File: src/verilog/csb_regs.svh
`ifndef CSB_REGS_SVH
`define CSB_REGS_SVH

// register offsets, bank 2 and bank 3 view; shared registers decode on the low seven bits
`define CSB_ADDR_NV_DATA_LOW       9'h10c
`define CSB_ADDR_NV_ADDRESS_LOW    9'h10d
`define CSB_ADDR_NV_DATA_HIGH      9'h10e
`define CSB_ADDR_NV_ADDRESS_HIGH   9'h10f
`define CSB_ADDR_INDIRECT_WINDOW   9'h180
`define CSB_ADDR_TIMER_OPTION      9'h181
`define CSB_ADDR_PROG_COUNTER_LOW  9'h182
`define CSB_ADDR_ARITH_FLAGS       9'h183
`define CSB_ADDR_INDIRECT_POINTER  9'h184
`define CSB_ADDR_PORT_B_DIRECTION  9'h186
`define CSB_ADDR_PC_HIGH_LATCH     9'h18a
`define CSB_ADDR_INTERRUPT_CONTROL 9'h18b
`define CSB_ADDR_NV_CONTROL_ONE    9'h18c
`define CSB_ADDR_NV_CONTROL_UNLOCK 9'h18d
`define CSB_ADDR_RESERVED_A        9'h18e
`define CSB_ADDR_RESERVED_B        9'h18f

// arith_flags_and_page fields
`define CSB_ST_INDIRECT_PAGE 7
`define CSB_ST_PAGE_HI       6
`define CSB_ST_PAGE_LO       5
`define CSB_ST_WDOG_EXPIRY   4
`define CSB_ST_SLEEP_ENTRY   3
`define CSB_ST_ZERO          2
`define CSB_ST_NIBBLE_CARRY  1
`define CSB_ST_CARRY         0

// timer_option_control fields
`define CSB_OPT_SCALER_OWNER 3
`define CSB_OPT_RATIO_HI     2

// reset values
`define CSB_STATUS_RST   8'h18
`define CSB_OPTION_RST   8'hff
`define CSB_PCL_RST      8'h00
`define CSB_PROG_COUNTER_HIGH_LATCH_RST   5'h00
`define CSB_POINTER_RST  8'h00

// program counter high latch width
`define CSB_PROG_COUNTER_HIGH_LATCH_W     5

// watchdog base divide, in core clock cycles, before the period select shift
`define CSB_WDOG_BASE_CYCLES 32'h0000_4000

`endif

File: src/verilog/csb_pkg.sv
package csb_pkg;

   // operation presented by the instruction datapath for one instruction cycle
   typedef enum logic [3:0]
   {
      CSB_OP_NONE      = 4'h0,
      CSB_OP_ADD_FILE  = 4'h1,
      CSB_OP_ADD_LIT   = 4'h2,
      CSB_OP_SUB_FILE  = 4'h3,
      CSB_OP_SUB_LIT   = 4'h4,
      CSB_OP_ROT_LEFT  = 4'h5,
      CSB_OP_ROT_RIGHT = 4'h6,
      CSB_OP_AND       = 4'h7,
      CSB_OP_OR        = 4'h8,
      CSB_OP_XOR       = 4'h9,
      CSB_OP_CLEAR     = 4'ha,
      CSB_OP_MOVE      = 4'hb,
      CSB_OP_BIT_SET   = 4'hc,
      CSB_OP_BIT_CLEAR = 4'hd,
      CSB_OP_SWAP      = 4'he,
      CSB_OP_KICK      = 4'hf
   } csb_op_t;

endpackage

File: src/verilog/csb_core.sv
`timescale 1ns/100ps
`include "csb_regs.svh"

// Overview of operation
// - arithmetic flag writes replaced by operation result
// - expiry and sleep flags never software writable
// - clearing flag register zeroes pages, sets zero
// - indirect page bit picks banks two/three
// - two direct page bits pick one bank
// - expiry flag set by power-up, kick, sleep
// - sleep flag set by power-up, kick; sleep clears
// - zero flag follows zero result
// - nibble carry from bit three on add/sub
// - carry from bit seven on add/sub
// - subtract adds two's complement; carry means no-borrow
// - rotates load carry with shifted-out bit
// - core registers visible in every bank
// - high latch copied to upper counter on load
// - scaler owned by one user; timer undivided otherwise
// - watchdog has its own divide counter
// - owner bit set gives scaler to watchdog
// - ratio field divides timer 2..256, watchdog 1..128
module csb_core
(
   // clock and reset
   input  wire logic                core_clk,
   input  wire logic                reset_n,
   // instruction from the datapath
   input  wire logic                instr_valid,
   input  wire csb_pkg::csb_op_t    instr_op,
   input  wire logic                instr_sleep,
   input  wire logic [7:0]          work_val,
   input  wire logic [7:0]          src_val,
   input  wire logic [6:0]          file_field,
   input  wire logic [2:0]          bit_sel,
   input  wire logic                dest_is_file,
   // instruction results
   output logic [7:0]               result_r,
   output logic                     work_wr_r,
   output logic                     ext_wr_r,
   output logic [8:0]               data_addr_r,
   // read port
   input  wire logic                rd_req,
   input  wire logic [6:0]          rd_field,
   output logic [7:0]               rd_data_r,
   output logic                     rd_local_r,
   output logic [8:0]               rd_addr_r,
   // program counter
   input  wire logic                pc_step,
   input  wire logic                pc_load,
   input  wire logic [7:0]          pc_load_low,
   output logic [12:0]              pc_r,
   // scaler, timer and watchdog
   input  wire logic                wdog_enable,
   input  wire logic [3:0]          wdog_period_sel,
   input  wire logic                timer_src_pulse,
   output logic                     timer_tick_r,
   output logic                     wdog_timeout_r,
   output logic [7:0]               status_out_r,
   output logic [7:0]               option_out_r
);

   ////////////////////////////////////////////////////////////////////////////////
   // helpers

   function automatic logic [6:0] lo7(input logic [8:0] a);
      return a[6:0];
   endfunction

   // {carry, nibble carry, sum}; subtract adds the inverted operand plus one
   function automatic logic [9:0] arith(input logic [7:0] a, input logic [7:0] b,
                                        input logic sub);
      logic [7:0] bb;
      logic [4:0] lo;
      logic [8:0] full;
      bb   = sub ? ~b : b;
      lo   = {1'h0, a[3:0]} + {1'h0, bb[3:0]} + {4'h0, sub};
      full = {1'h0, a} + {1'h0, bb} + {8'h00, sub};
      return {full[8], lo[4], full[7:0]};
   endfunction

   // registers that appear at the same low address in every bank
   function automatic logic is_shared(input logic [6:0] f);
      return f == lo7(`CSB_ADDR_INDIRECT_WINDOW) || f == lo7(`CSB_ADDR_PROG_COUNTER_LOW)
          || f == lo7(`CSB_ADDR_ARITH_FLAGS) || f == lo7(`CSB_ADDR_INDIRECT_POINTER)
          || f == lo7(`CSB_ADDR_PC_HIGH_LATCH) || f == lo7(`CSB_ADDR_INTERRUPT_CONTROL);
   endfunction

   // last count of the shared scaler for the present owner
   function automatic logic [7:0] scaler_last(input logic owner, input logic [2:0] ps);
      return owner ? (8'h01 << ps) - 8'h01 : (8'h02 << ps) - 8'h01;
   endfunction

   // resolve a 7-bit field to a data address, window redirected through the pointer
   function automatic logic [8:0] target(input logic [6:0] f, input logic [7:0] st,
                                         input logic [7:0] ptr);
      if (f == lo7(`CSB_ADDR_INDIRECT_WINDOW))
         return {st[`CSB_ST_INDIRECT_PAGE], ptr};
      return {st[`CSB_ST_PAGE_HI], st[`CSB_ST_PAGE_LO], f};
   endfunction

   // shared registers fold to their bank 0 image so the outside sees one copy
   function automatic logic [8:0] fold(input logic [8:0] a);
      return is_shared(a[6:0]) ? {2'h0, a[6:0]} : a;
   endfunction

   ////////////////////////////////////////////////////////////////////////////////
   // state

   logic [7:0]               status_r;
   logic [7:0]               status_nxt;
   logic [7:0]               option_r;
   logic [7:0]               pointer_r;
   logic [`CSB_PROG_COUNTER_HIGH_LATCH_W-1:0] prog_counter_high_latch_r;
   logic [31:0]              wdog_div_r;
   logic [7:0]               scaler_r;

   logic [7:0] res;
   logic       res_c;
   logic       res_dc;
   logic       aff_z;
   logic       aff_dc;
   logic       aff_c;
   logic       writes_file;
   logic [8:0] wr_tgt;
   logic       wr_en;
   logic       wr_local;
   logic [8:0] rd_tgt;
   logic       base_tick;
   logic       scaler_wrap;
   logic       wdog_expire;
   logic       owner_wdog;
   logic       is_kick;
   logic       is_sleep;

   assign owner_wdog = option_r[`CSB_OPT_SCALER_OWNER];
   assign is_kick    = instr_valid && instr_op == csb_pkg::CSB_OP_KICK;
   assign is_sleep   = instr_valid && instr_sleep;

   ////////////////////////////////////////////////////////////////////////////////
   // operation result and flag selection

   always_comb
   begin
      logic [9:0] ar;
      ar          = arith(src_val, work_val, 1'h0);
      res         = 8'h00;
      res_c       = status_r[`CSB_ST_CARRY];
      res_dc      = status_r[`CSB_ST_NIBBLE_CARRY];
      aff_z       = 1'h0;
      aff_dc      = 1'h0;
      aff_c       = 1'h0;
      writes_file = dest_is_file;
      unique case (instr_op)
         csb_pkg::CSB_OP_ADD_FILE, csb_pkg::CSB_OP_ADD_LIT:
         begin
            {res_c, res_dc, res} = ar;
            {aff_z, aff_dc, aff_c} = 3'h7;
         end
         csb_pkg::CSB_OP_SUB_FILE, csb_pkg::CSB_OP_SUB_LIT:
         begin
            ar = arith(src_val, work_val, 1'h1);
            {res_c, res_dc, res} = ar;
            {aff_z, aff_dc, aff_c} = 3'h7;
         end
         csb_pkg::CSB_OP_ROT_LEFT:
         begin
            res   = {src_val[6:0], status_r[`CSB_ST_CARRY]};
            res_c = src_val[7];
            aff_c = 1'h1;
         end
         csb_pkg::CSB_OP_ROT_RIGHT:
         begin
            res   = {status_r[`CSB_ST_CARRY], src_val[7:1]};
            res_c = src_val[0];
            aff_c = 1'h1;
         end
         csb_pkg::CSB_OP_AND:
         begin
            res   = src_val & work_val;
            aff_z = 1'h1;
         end
         csb_pkg::CSB_OP_OR:
         begin
            res   = src_val | work_val;
            aff_z = 1'h1;
         end
         csb_pkg::CSB_OP_XOR:
         begin
            res   = src_val ^ work_val;
            aff_z = 1'h1;
         end
         csb_pkg::CSB_OP_CLEAR:
         begin
            // both carries reload their own value, so a cleared flag register keeps them
            {aff_z, aff_dc, aff_c} = 3'h7;
            writes_file = 1'h1;
         end
         csb_pkg::CSB_OP_MOVE:
         begin
            res         = work_val;
            writes_file = 1'h1;
         end
         csb_pkg::CSB_OP_BIT_SET:
         begin
            res         = src_val | (8'h01 << bit_sel);
            writes_file = 1'h1;
         end
         csb_pkg::CSB_OP_BIT_CLEAR:
         begin
            res         = src_val & ~(8'h01 << bit_sel);
            writes_file = 1'h1;
         end
         csb_pkg::CSB_OP_SWAP:
            res = {src_val[3:0], src_val[7:4]};
         csb_pkg::CSB_OP_NONE, csb_pkg::CSB_OP_KICK:
            writes_file = 1'h0;
      endcase
   end

   assign wr_tgt   = target(file_field, status_r, pointer_r);
   assign wr_en    = instr_valid && writes_file && !is_sleep;
   assign wr_local = is_shared(wr_tgt[6:0]) && wr_tgt[6:0] != lo7(`CSB_ADDR_INTERRUPT_CONTROL)
                     || wr_tgt == `CSB_ADDR_TIMER_OPTION
                     || wr_tgt == `CSB_ADDR_RESERVED_A || wr_tgt == `CSB_ADDR_RESERVED_B;

   ////////////////////////////////////////////////////////////////////////////////
   // flag register

   always_comb
   begin
      status_nxt = status_r;
      if (wr_en && wr_tgt[6:0] == lo7(`CSB_ADDR_ARITH_FLAGS))
      begin
         // expiry and sleep bits are left out of the write on purpose
         status_nxt[7:5] = res[7:5];
         if (!aff_z)
            status_nxt[`CSB_ST_ZERO] = res[`CSB_ST_ZERO];
         if (!aff_dc)
            status_nxt[`CSB_ST_NIBBLE_CARRY] = res[`CSB_ST_NIBBLE_CARRY];
         if (!aff_c)
            status_nxt[`CSB_ST_CARRY] = res[`CSB_ST_CARRY];
      end
      if (instr_valid && aff_z)
         status_nxt[`CSB_ST_ZERO] = res == 8'h00;
      if (instr_valid && aff_dc)
         status_nxt[`CSB_ST_NIBBLE_CARRY] = res_dc;
      if (instr_valid && aff_c)
         status_nxt[`CSB_ST_CARRY] = res_c;
      // timeout clears first so a kick or sleep in the same cycle wins
      if (wdog_expire)
         status_nxt[`CSB_ST_WDOG_EXPIRY] = 1'h0;
      if (is_kick)
      begin
         status_nxt[`CSB_ST_WDOG_EXPIRY] = 1'h1;
         status_nxt[`CSB_ST_SLEEP_ENTRY] = 1'h1;
      end
      if (is_sleep)
      begin
         status_nxt[`CSB_ST_WDOG_EXPIRY] = 1'h1;
         status_nxt[`CSB_ST_SLEEP_ENTRY] = 1'h0;
      end
   end

   always_ff @(posedge core_clk)
   begin
      if (!reset_n)
         status_r <= `CSB_STATUS_RST;
      else
         status_r <= status_nxt;
   end

   ////////////////////////////////////////////////////////////////////////////////
   // pointer, option, high latch and program counter

   always_ff @(posedge core_clk)
   begin
      if (!reset_n)
      begin
         pointer_r <= `CSB_POINTER_RST;
         option_r  <= `CSB_OPTION_RST;
         prog_counter_high_latch_r  <= `CSB_PROG_COUNTER_HIGH_LATCH_RST;
      end
      else if (wr_en)
      begin
         if (wr_tgt[6:0] == lo7(`CSB_ADDR_INDIRECT_POINTER))
            pointer_r <= res;
         if (wr_tgt[6:0] == lo7(`CSB_ADDR_PC_HIGH_LATCH))
            prog_counter_high_latch_r <= res[`CSB_PROG_COUNTER_HIGH_LATCH_W-1:0];
         if (wr_tgt == `CSB_ADDR_TIMER_OPTION)
            option_r <= res;
      end
   end

   always_ff @(posedge core_clk)
   begin
      if (!reset_n)
         pc_r <= {`CSB_PROG_COUNTER_HIGH_LATCH_RST, `CSB_PCL_RST};
      else if (wr_en && wr_tgt[6:0] == lo7(`CSB_ADDR_PROG_COUNTER_LOW))
         pc_r <= {prog_counter_high_latch_r, res};
      else if (pc_load)
         pc_r <= {prog_counter_high_latch_r, pc_load_low};
      else if (pc_step)
         pc_r <= pc_r + 13'h0001;
   end

   ////////////////////////////////////////////////////////////////////////////////
   // instruction outputs and read port

   always_ff @(posedge core_clk)
   begin
      if (!reset_n)
      begin
         result_r    <= 8'h00;
         work_wr_r   <= 1'h0;
         ext_wr_r    <= 1'h0;
         data_addr_r <= 9'h000;
      end
      else
      begin
         result_r    <= res;
         work_wr_r   <= instr_valid && !writes_file && instr_op != csb_pkg::CSB_OP_NONE
                        && !is_kick && !is_sleep;
         ext_wr_r    <= wr_en && !wr_local;
         data_addr_r <= fold(wr_tgt);
      end
   end

   assign rd_tgt = target(rd_field, status_r, pointer_r);

   always_ff @(posedge core_clk)
   begin
      if (!reset_n)
      begin
         rd_data_r  <= 8'h00;
         rd_local_r <= 1'h0;
         rd_addr_r  <= 9'h000;
      end
      else if (rd_req)
      begin
         rd_addr_r  <= fold(rd_tgt);
         rd_local_r <= 1'h1;
         // the window read through itself has no storage and returns zero
         if (rd_tgt[6:0] == lo7(`CSB_ADDR_PROG_COUNTER_LOW))
            rd_data_r <= pc_r[7:0];
         else if (rd_tgt[6:0] == lo7(`CSB_ADDR_ARITH_FLAGS))
            rd_data_r <= status_r;
         else if (rd_tgt[6:0] == lo7(`CSB_ADDR_INDIRECT_POINTER))
            rd_data_r <= pointer_r;
         else if (rd_tgt[6:0] == lo7(`CSB_ADDR_PC_HIGH_LATCH))
            rd_data_r <= {3'h0, prog_counter_high_latch_r};
         else if (rd_tgt == `CSB_ADDR_TIMER_OPTION)
            rd_data_r <= option_r;
         else
         begin
            rd_data_r  <= 8'h00;
            rd_local_r <= rd_tgt[6:0] == lo7(`CSB_ADDR_INDIRECT_WINDOW)
                          || rd_tgt == `CSB_ADDR_RESERVED_A || rd_tgt == `CSB_ADDR_RESERVED_B;
         end
      end
   end

   always_ff @(posedge core_clk)
   begin
      if (!reset_n)
      begin
         status_out_r <= `CSB_STATUS_RST;
         option_out_r <= `CSB_OPTION_RST;
      end
      else
      begin
         status_out_r <= status_nxt;
         option_out_r <= option_r;
      end
   end

   ////////////////////////////////////////////////////////////////////////////////
   // watchdog divider and shared scaler

   // own divider ahead of the scaler, so the watchdog keeps a period with no scaler
   assign base_tick   = wdog_enable
                        && wdog_div_r == (`CSB_WDOG_BASE_CYCLES << wdog_period_sel) - 32'h1;
   // a count left above a newly chosen smaller ratio wraps at once instead of running to 255
   assign scaler_wrap = scaler_r >= scaler_last(owner_wdog, option_r[`CSB_OPT_RATIO_HI:0]);
   assign wdog_expire = base_tick && (!owner_wdog || scaler_wrap);

   always_ff @(posedge core_clk)
   begin
      if (!reset_n || !wdog_enable || is_kick || is_sleep || base_tick)
         wdog_div_r <= 32'h0;
      else
         wdog_div_r <= wdog_div_r + 32'h1;
   end

   always_ff @(posedge core_clk)
   begin
      if (!reset_n || (owner_wdog && (is_kick || is_sleep)))
         scaler_r <= 8'h00;
      else if (owner_wdog ? base_tick : timer_src_pulse)
         scaler_r <= scaler_wrap ? 8'h00 : scaler_r + 8'h01;
   end

   always_ff @(posedge core_clk)
   begin
      if (!reset_n)
      begin
         timer_tick_r   <= 1'h0;
         wdog_timeout_r <= 1'h0;
      end
      else
      begin
         timer_tick_r   <= timer_src_pulse && (owner_wdog || scaler_wrap);
         wdog_timeout_r <= wdog_expire;
      end
   end
endmodule

File: config.mk
export PLATFORM = sky130hd
export DESIGN_NAME = csb_core
export DESIGN_NICKNAME = d
export VERILOG_FILES = /design/src/verilog/csb_pkg.sv /design/src/verilog/csb_core.sv
export VERILOG_INCLUDE_DIRS = /design/src /design/src/verilog
export SDC_FILE = /design/constraint.sdc
export NUM_CORES = 1
export LEC_CHECK = 0
export ABC_AREA = 1
export BUFFER_PORTS_ARGS = -buffer_cell sky130_fd_sc_hd__buf_2
export CORE_ASPECT_RATIO = 1.75
export CORE_UTILIZATION = 41
export DETAILED_ROUTE_END_ITERATION = 10
export PLACE_DENSITY = 0.65
export SYNTH_ARGS = -nofsm -noshare
export SYNTH_HDL_FRONTEND = slang
export SYNTH_SLANG_ARGS = --single-unit
export TNS_END_PERCENT = 1
File: constraint.sdc
create_clock -name core_clk -period 5.9 [get_ports core_clk]
set_input_delay 1.18 -clock core_clk [delete_from_list [all_inputs] [get_ports core_clk]]
set_output_delay 1.18 -clock core_clk [all_outputs]
set_load 0.03 [all_outputs]
**After elaboration in Yosys (flattened, before gate mapping)**

Cells that the tools add are included.

- Flip-flop bits (word level): 129
- Input port bits: 59
- Output and inout bits: 68
- Logic and storage cells: 201

- $add $sub $neg: 12
- Magnitude comparators: 1
- Equality and inequality tests: 38
- Shift operators: 4
- Mux-type cells: 39
- Bitwise gates (word level): 8
- Reduce and logical (&&, ||, !) cells: 76

Operators with widths:

| cell | number |
|---|---|
| $pmux 8 s11 | 1 |
| $mux 8 | 7 |
| $eq 9x9->1 const B | 6 |
| $mux 9 | 5 |
| $mux 13 | 3 |
| $add 32x1->32 const B | 1 |
| $eq 32x32->1 | 1 |
| $eq 4x4->1 const B | 8 |
| $shl 15x4->32 const A | 1 |
| $sub 32x1->32 const B | 1 |
| $eq 7x2->1 const B | 4 |
| $eq 7x4->1 const B | 4 |
| $logic_not 7->1 | 4 |
| $logic_or 1x1->1 | 23 |
| $logic_and 1x1->1 | 19 |
| $mux 1 | 19 |
| $add 8x8->9 | 2 |
| $and 8x8->8 | 2 |
| $eq 4x3->1 const B | 4 |
| $not 8->8 | 2 |
| $or 8x8->8 | 2 |
| $shl 1x3->8 const A | 2 |
| $sub 8x1->8 const B | 2 |
| $eq 7x3->1 const B | 2 |
| other kinds (32) | 53 |

**Depth between registers and ports, before layout**

- Depth in word-level cells: 15
- Mapped depth: 20
- Depth with buffers taken out: 18

**Least setup slack after synthesis**

Ideal clock, no wire load.

- Path kind: input to register
- From: in wdog_period_sel[2]
- To: reg scaler_r[0]
- Library setup time: 140 ps
- Arrival: 2986 ps
- Required time: 5760 ps
- Slack: 2774 ps
- Cell stages on the path: 19
- Path buffers: 2
- Path through: buf_4 -> inv_2 -> nand2_1 -> nor2_2 -> nand2_1 -> ha_1 -> buf_2 -> nor2_1 -> nor2_1 -> nand2_1 -> nand2_1 -> nor2_1 -> nand4_1 -> nor2_1 -> nand3_2 -> nand2_4 -> nand2_2 -> nand2_1 -> a21oi_1

- Word-level cells in the longest chain between the ends: 5

RTL lines:

| element | RTL line | RTL |
|---|---|---|
| from (decl) | csb_core.sv:55 | `input wire logic [3:0] wdog_period_sel,` |
| $shl 15x4->32 (no line) | n/a |  |
| $sub 32x1->32 | csb_core.sv:382 | `` && wdog_div_r == (`CSB_WDOG_BASE_CYCLES << wdog_period_sel) - 32'h1; `` |
| $eq 32x32->1 | csb_core.sv:382 |  |
| $logic_and 1x1->1 | csb_core.sv:381 | `assign base_tick = wdog_enable` |
| $mux 1 | csb_core.sv:399 | `else if (owner_wdog ? base_tick : timer_src_pulse)` |
| to (signal assigned) | csb_core.sv:400 | `scaler_r <= scaler_wrap ? 8'h00 : scaler_r + 8'h01;` |
| to (decl) | csb_core.sv:116 | `logic [7:0] scaler_r;` |

No other way between the ends.
A chain may end at the register's enable or synchronous reset.

**Final worst setup path**

- From: reg option_r[3]
- To: reg scaler_r[2]

- Word-level cells in the longest chain between the ends: 3
- Elaborated cells on any way between the ends: 6
- Those cells by class: 1 x order compare; 3 x mux; 2 x reduce/logical

RTL lines:

| element | RTL line | RTL |
|---|---|---|
| from (decl) | csb_core.sv:112 | `logic [7:0] option_r;` |
| from (signal assigned) | csb_core.sv:281 | `` option_r <= `CSB_OPTION_RST; `` |
| from (signal assigned) | csb_core.sv:291 | `option_r <= res;` |
| $mux 8 | csb_core.sv:91 | `return owner ? (8'h01 << ps) - 8'h01 : (8'h02 << ps) - 8'h01;` |
| $ge 8x8->1 | csb_core.sv:384 | `` assign scaler_wrap = scaler_r >= scaler_last(owner_wdog, option_r[`CSB_OPT_RATIO_HI:0]); `` |
| $mux 8 | csb_core.sv:400 |  |

Parallel ways exist; a longest one is shown, timed or not.

==> flow_summary.yaml <==
synthesis:
  netlist_area_um2: 9080
  ys_seq_elements: 129
  synth.yosys.seq_area_share_pct: 28.4
  synth_top_area_share_pct: 28.4
  synth-main-ff-cell: "dfxtp_1"
  synth.avg_cell_area_um2: 6.29
  synth_edf_count: 0
  synthArstFlopShare_pct: 0
  yosysWarnings: 0
  ys_types: 55
  synth_fp_nets: 1536
  synthTopCellsByArea: "dfxtp_1, nand2_1, nand3_1"
  synth_cells: 1444
  synth.largest_area_cell: "dfxtp_1"
cells_and_area:
  post-route-util_pct: 48.9
  nets: 1649
  area_growth_pct: 16.1
  layout-drive-gt1-share_pct: 15.4
  design_area_um2: 10600
  fillers: 2346
  num_antenna_cells: 0
global_route:
  grt_pass1_wl_um: 49400
  grt_antenna_before_repair: 0
  grt.total_usage_pct: 28.8
  gr-total-overflow: 0
  grt_max_degree: 51
  grt_pass1_vias: 9584
critical_path:
  critical_path.top_delay_family: "simple AND/OR/NAND/NOR gates"
  worst_setup_path_end_kind: "flip-flop"
  worst_setup_path_start_kind: "flip-flop"
  slowest_stage: "dfxtp_1"
  max_stage_delay_ps: 560
  worstPathBufferInverterCount: 3
  critPathMaxFanout: 10
  crit_chain: "inv_1 -> ha_1 -> inv_1 -> o21ai_0 -> nand2_1 -> and3_1 -> nand3_1 -> a21oi_1 -> mux2_2 -> inv_1 -> ha_1 -> nand2_1 -> nor2_1 -> nand4_1 -> o2111ai_1 -> nor3b_1 -> nand3_1 -> a21oi_1"
  arrival_ps: 4080
  critPathKind: "flip-flop to flip-flop"
  critPathRequiredTime_ps: 6260
  crit_path_frequent_cell: "inv_1"
floorplanning:
  core_area_um2: 21600
  io_pins: 127
  die_x_um: 115
  start_util_pct: 42.1
  die-area_um2: 22800
  die_height_um: 199
  rows: 71
clock_network:
  cts_tree: "done"
  h-tree-depth: 4
  postCtsSetupRepairBufs: 0
  cts_root_buffer: "clkbuf_16"
  cts_hold_buf: 0
  cts_resized: 0
  cts_buffers: 17
  clkLatencyLatePin_ps: 440
  clk_path_buf_depth: 2
  clkTransAtPathRegs_ps: 60
  cts_sinks: 129
pwr:
  vdd_drop_max_uv: 168
  power_density_nw_per_um2: 233
  leakagePower_nw: 4.87
detailed_routing:
  via_per_inst: 5.39
  wl_um: 31800
  dr.pass1.iters: 7
  vias: 10028
  avgRoutedWirePerCell_um: 17.1
  drtIter0Drc: 695
  antenna_left: 0
  drc: 0
timing:
  min_period_over_period_pct: 63.1
  worst_pin_slew_ps: 1160
  fin_worst_skew_ps: 11.1
  rsz0062_at_grt: "false"
  min_period_ps: 3720
  tns_ps: 0
  clock.fmax_ghz: 0.269
  finalHoldViolations: 0
  setup_slack_ps: 2180
  setup_violations: 0
  drv_slew: 0
  relSlewSlack_pct: 22.3
flow_run:
  max-cap-violations: 0
place:
  io_buffers: 126
  dpl_cell_area_um2: 9910
  pre_cts_slack_ps: 2150
  place_congestion: 0.998
  place_hpwl_um: 25400
worst_hold_path:
  hold_path_class: "flip-flop to flip-flop"
run_status:
  status: "finished, final reports clean"
## cell usage after synthesis, types with 6 or more instances
library cell,n
a21oi_1,95
buf_2,10
nor4_1,8
nor3_2,6
nor2_4,8
inv_1,168
inv_2,10
o211ai_1,14
xor2_1,21
nor2_1,157
nor3_1,31
o21ai_0,73
ha_1,31
dfxtp_1,129
clkbuf_1,10
nand3_1,132
nand2_2,8
or2_2,12
nand2_1,383
nor2_2,14
xnor2_1,8
o21ai_1,13
nand4_1,36
## cell usage in the layout (no fill, tap or decap), types with 6 or more instances in the layout
cell type	instances
nand4_1	36
a21oi_1	95
ha_1	31
o21ai_0	73
dfxtp_1	129
xnor2_1	8
nor2_4	8
inv_2	10
nor4_1	8
o21ai_1	13
nand3_1	132
inv_1	168
clkbuf_16	17
nand2_2	8
buf_2	126
nor3_2	6
or2_2	12
nor3_1	31
o211ai_1	14
nor2_2	14
nand2_1	383
nor2_1	157
xor2_1	21
## layer usage
metal	GRT usage [%]	vias up	part of all wire, %
li1	-	4950	-
met1	27.6	4594	35
met2	54.5	351	54
met3	4.51	133	4.1
met4	20.7	0	7.2
met5	0	-	0
## power by group
| group | switching (mW) | total [mW] | internal, mW |
|---|---|---|---|
| Sequential | 0.0171 | 0.910 | 0.893 |
| Clock | 0.410 | 1.14 | 0.730 |
| Combinational | 0.297 | 0.410 | 0.113 |
| Total | 0.724 | 2.46 | 1.74 |
## metrics by stage
stage | cells | hold WS [ps] | power [mW]
after global placement | 1830 | 423 | 1.33
final | 1862 | 446 | 2.46
after detailed placement | 1830 | 433 | 1.33
after CTS | 1862 | 445 | 2.47
after floorplan | 1444 | 413 | 1.19
after global routing | 1862 | 467 | 2.55
## state kept, by name (all words and copies together), names as in the netlist, 5 cells and up
name                       cells
data_addr_r                    9
option_out_r                   8
option_r                       8
pc_r                          13
pointer_r                      8
prog_counter_high_latch_r      5
rd_addr_r                      9
rd_data_r                      8
result_r                       8
scaler_r                       8
status_out_r                   8
wdog_div_r                    32
## worst register-to-register path, cell delays in order, from the launching register on
cell       delay [ps]
dfxtp_1           560
inv_1             200
ha_1              220
inv_1              60
o21ai_0           150
nand2_1           160
and3_1            200
nand3_1           110
a21oi_1           150
mux2_2            340
inv_1              50
ha_1              230
nand2_1           100
nor2_1             60
nand4_1            70
o2111ai_1         400
nor3b_1           320
nand3_1           130
a21oi_1           160
## final cells by class
type | instances | area (um^2) | area share (%)
inverter | 180 | 677 | 6.42
multi-input combinational | 1103 | 5660 | 53.6
timing repair buffer | 126 | 631 | 5.98
tap | 292 | 365 | 3.46
clock buffer | 20 | 457 | 4.33
sequential | 129 | 2580 | 24.5
clock inverter | 12 | 181 | 1.72
## path summary, 6_finish.rpt
check,from,end,slack (ps),cells past startpoint
worst max register to register,option_r[3],scaler_r[2],2180,18
worst min-delay path,wdog_div_r[0],wdog_div_r[0],450,1
worst max-delay path,option_r[3],scaler_r[2],2180,18
worst min register to register,wdog_div_r[0],wdog_div_r[0],450,1
## logic make-up after synthesis
group / Yosys count / share of synthesized area [%]
and+or+nand+nor: 824 / 41.6
AOI/OAI and AO/OA: 215 / 12.9
buffers and inverters: 212 / 9.30
DFF: 129 / 28.4
muxes: 2 / 0.234
xor gates and xnor gates: 29 / 2.80
adders and majority gates: 33 / 4.71
Power figures use the tool's default switching activity.
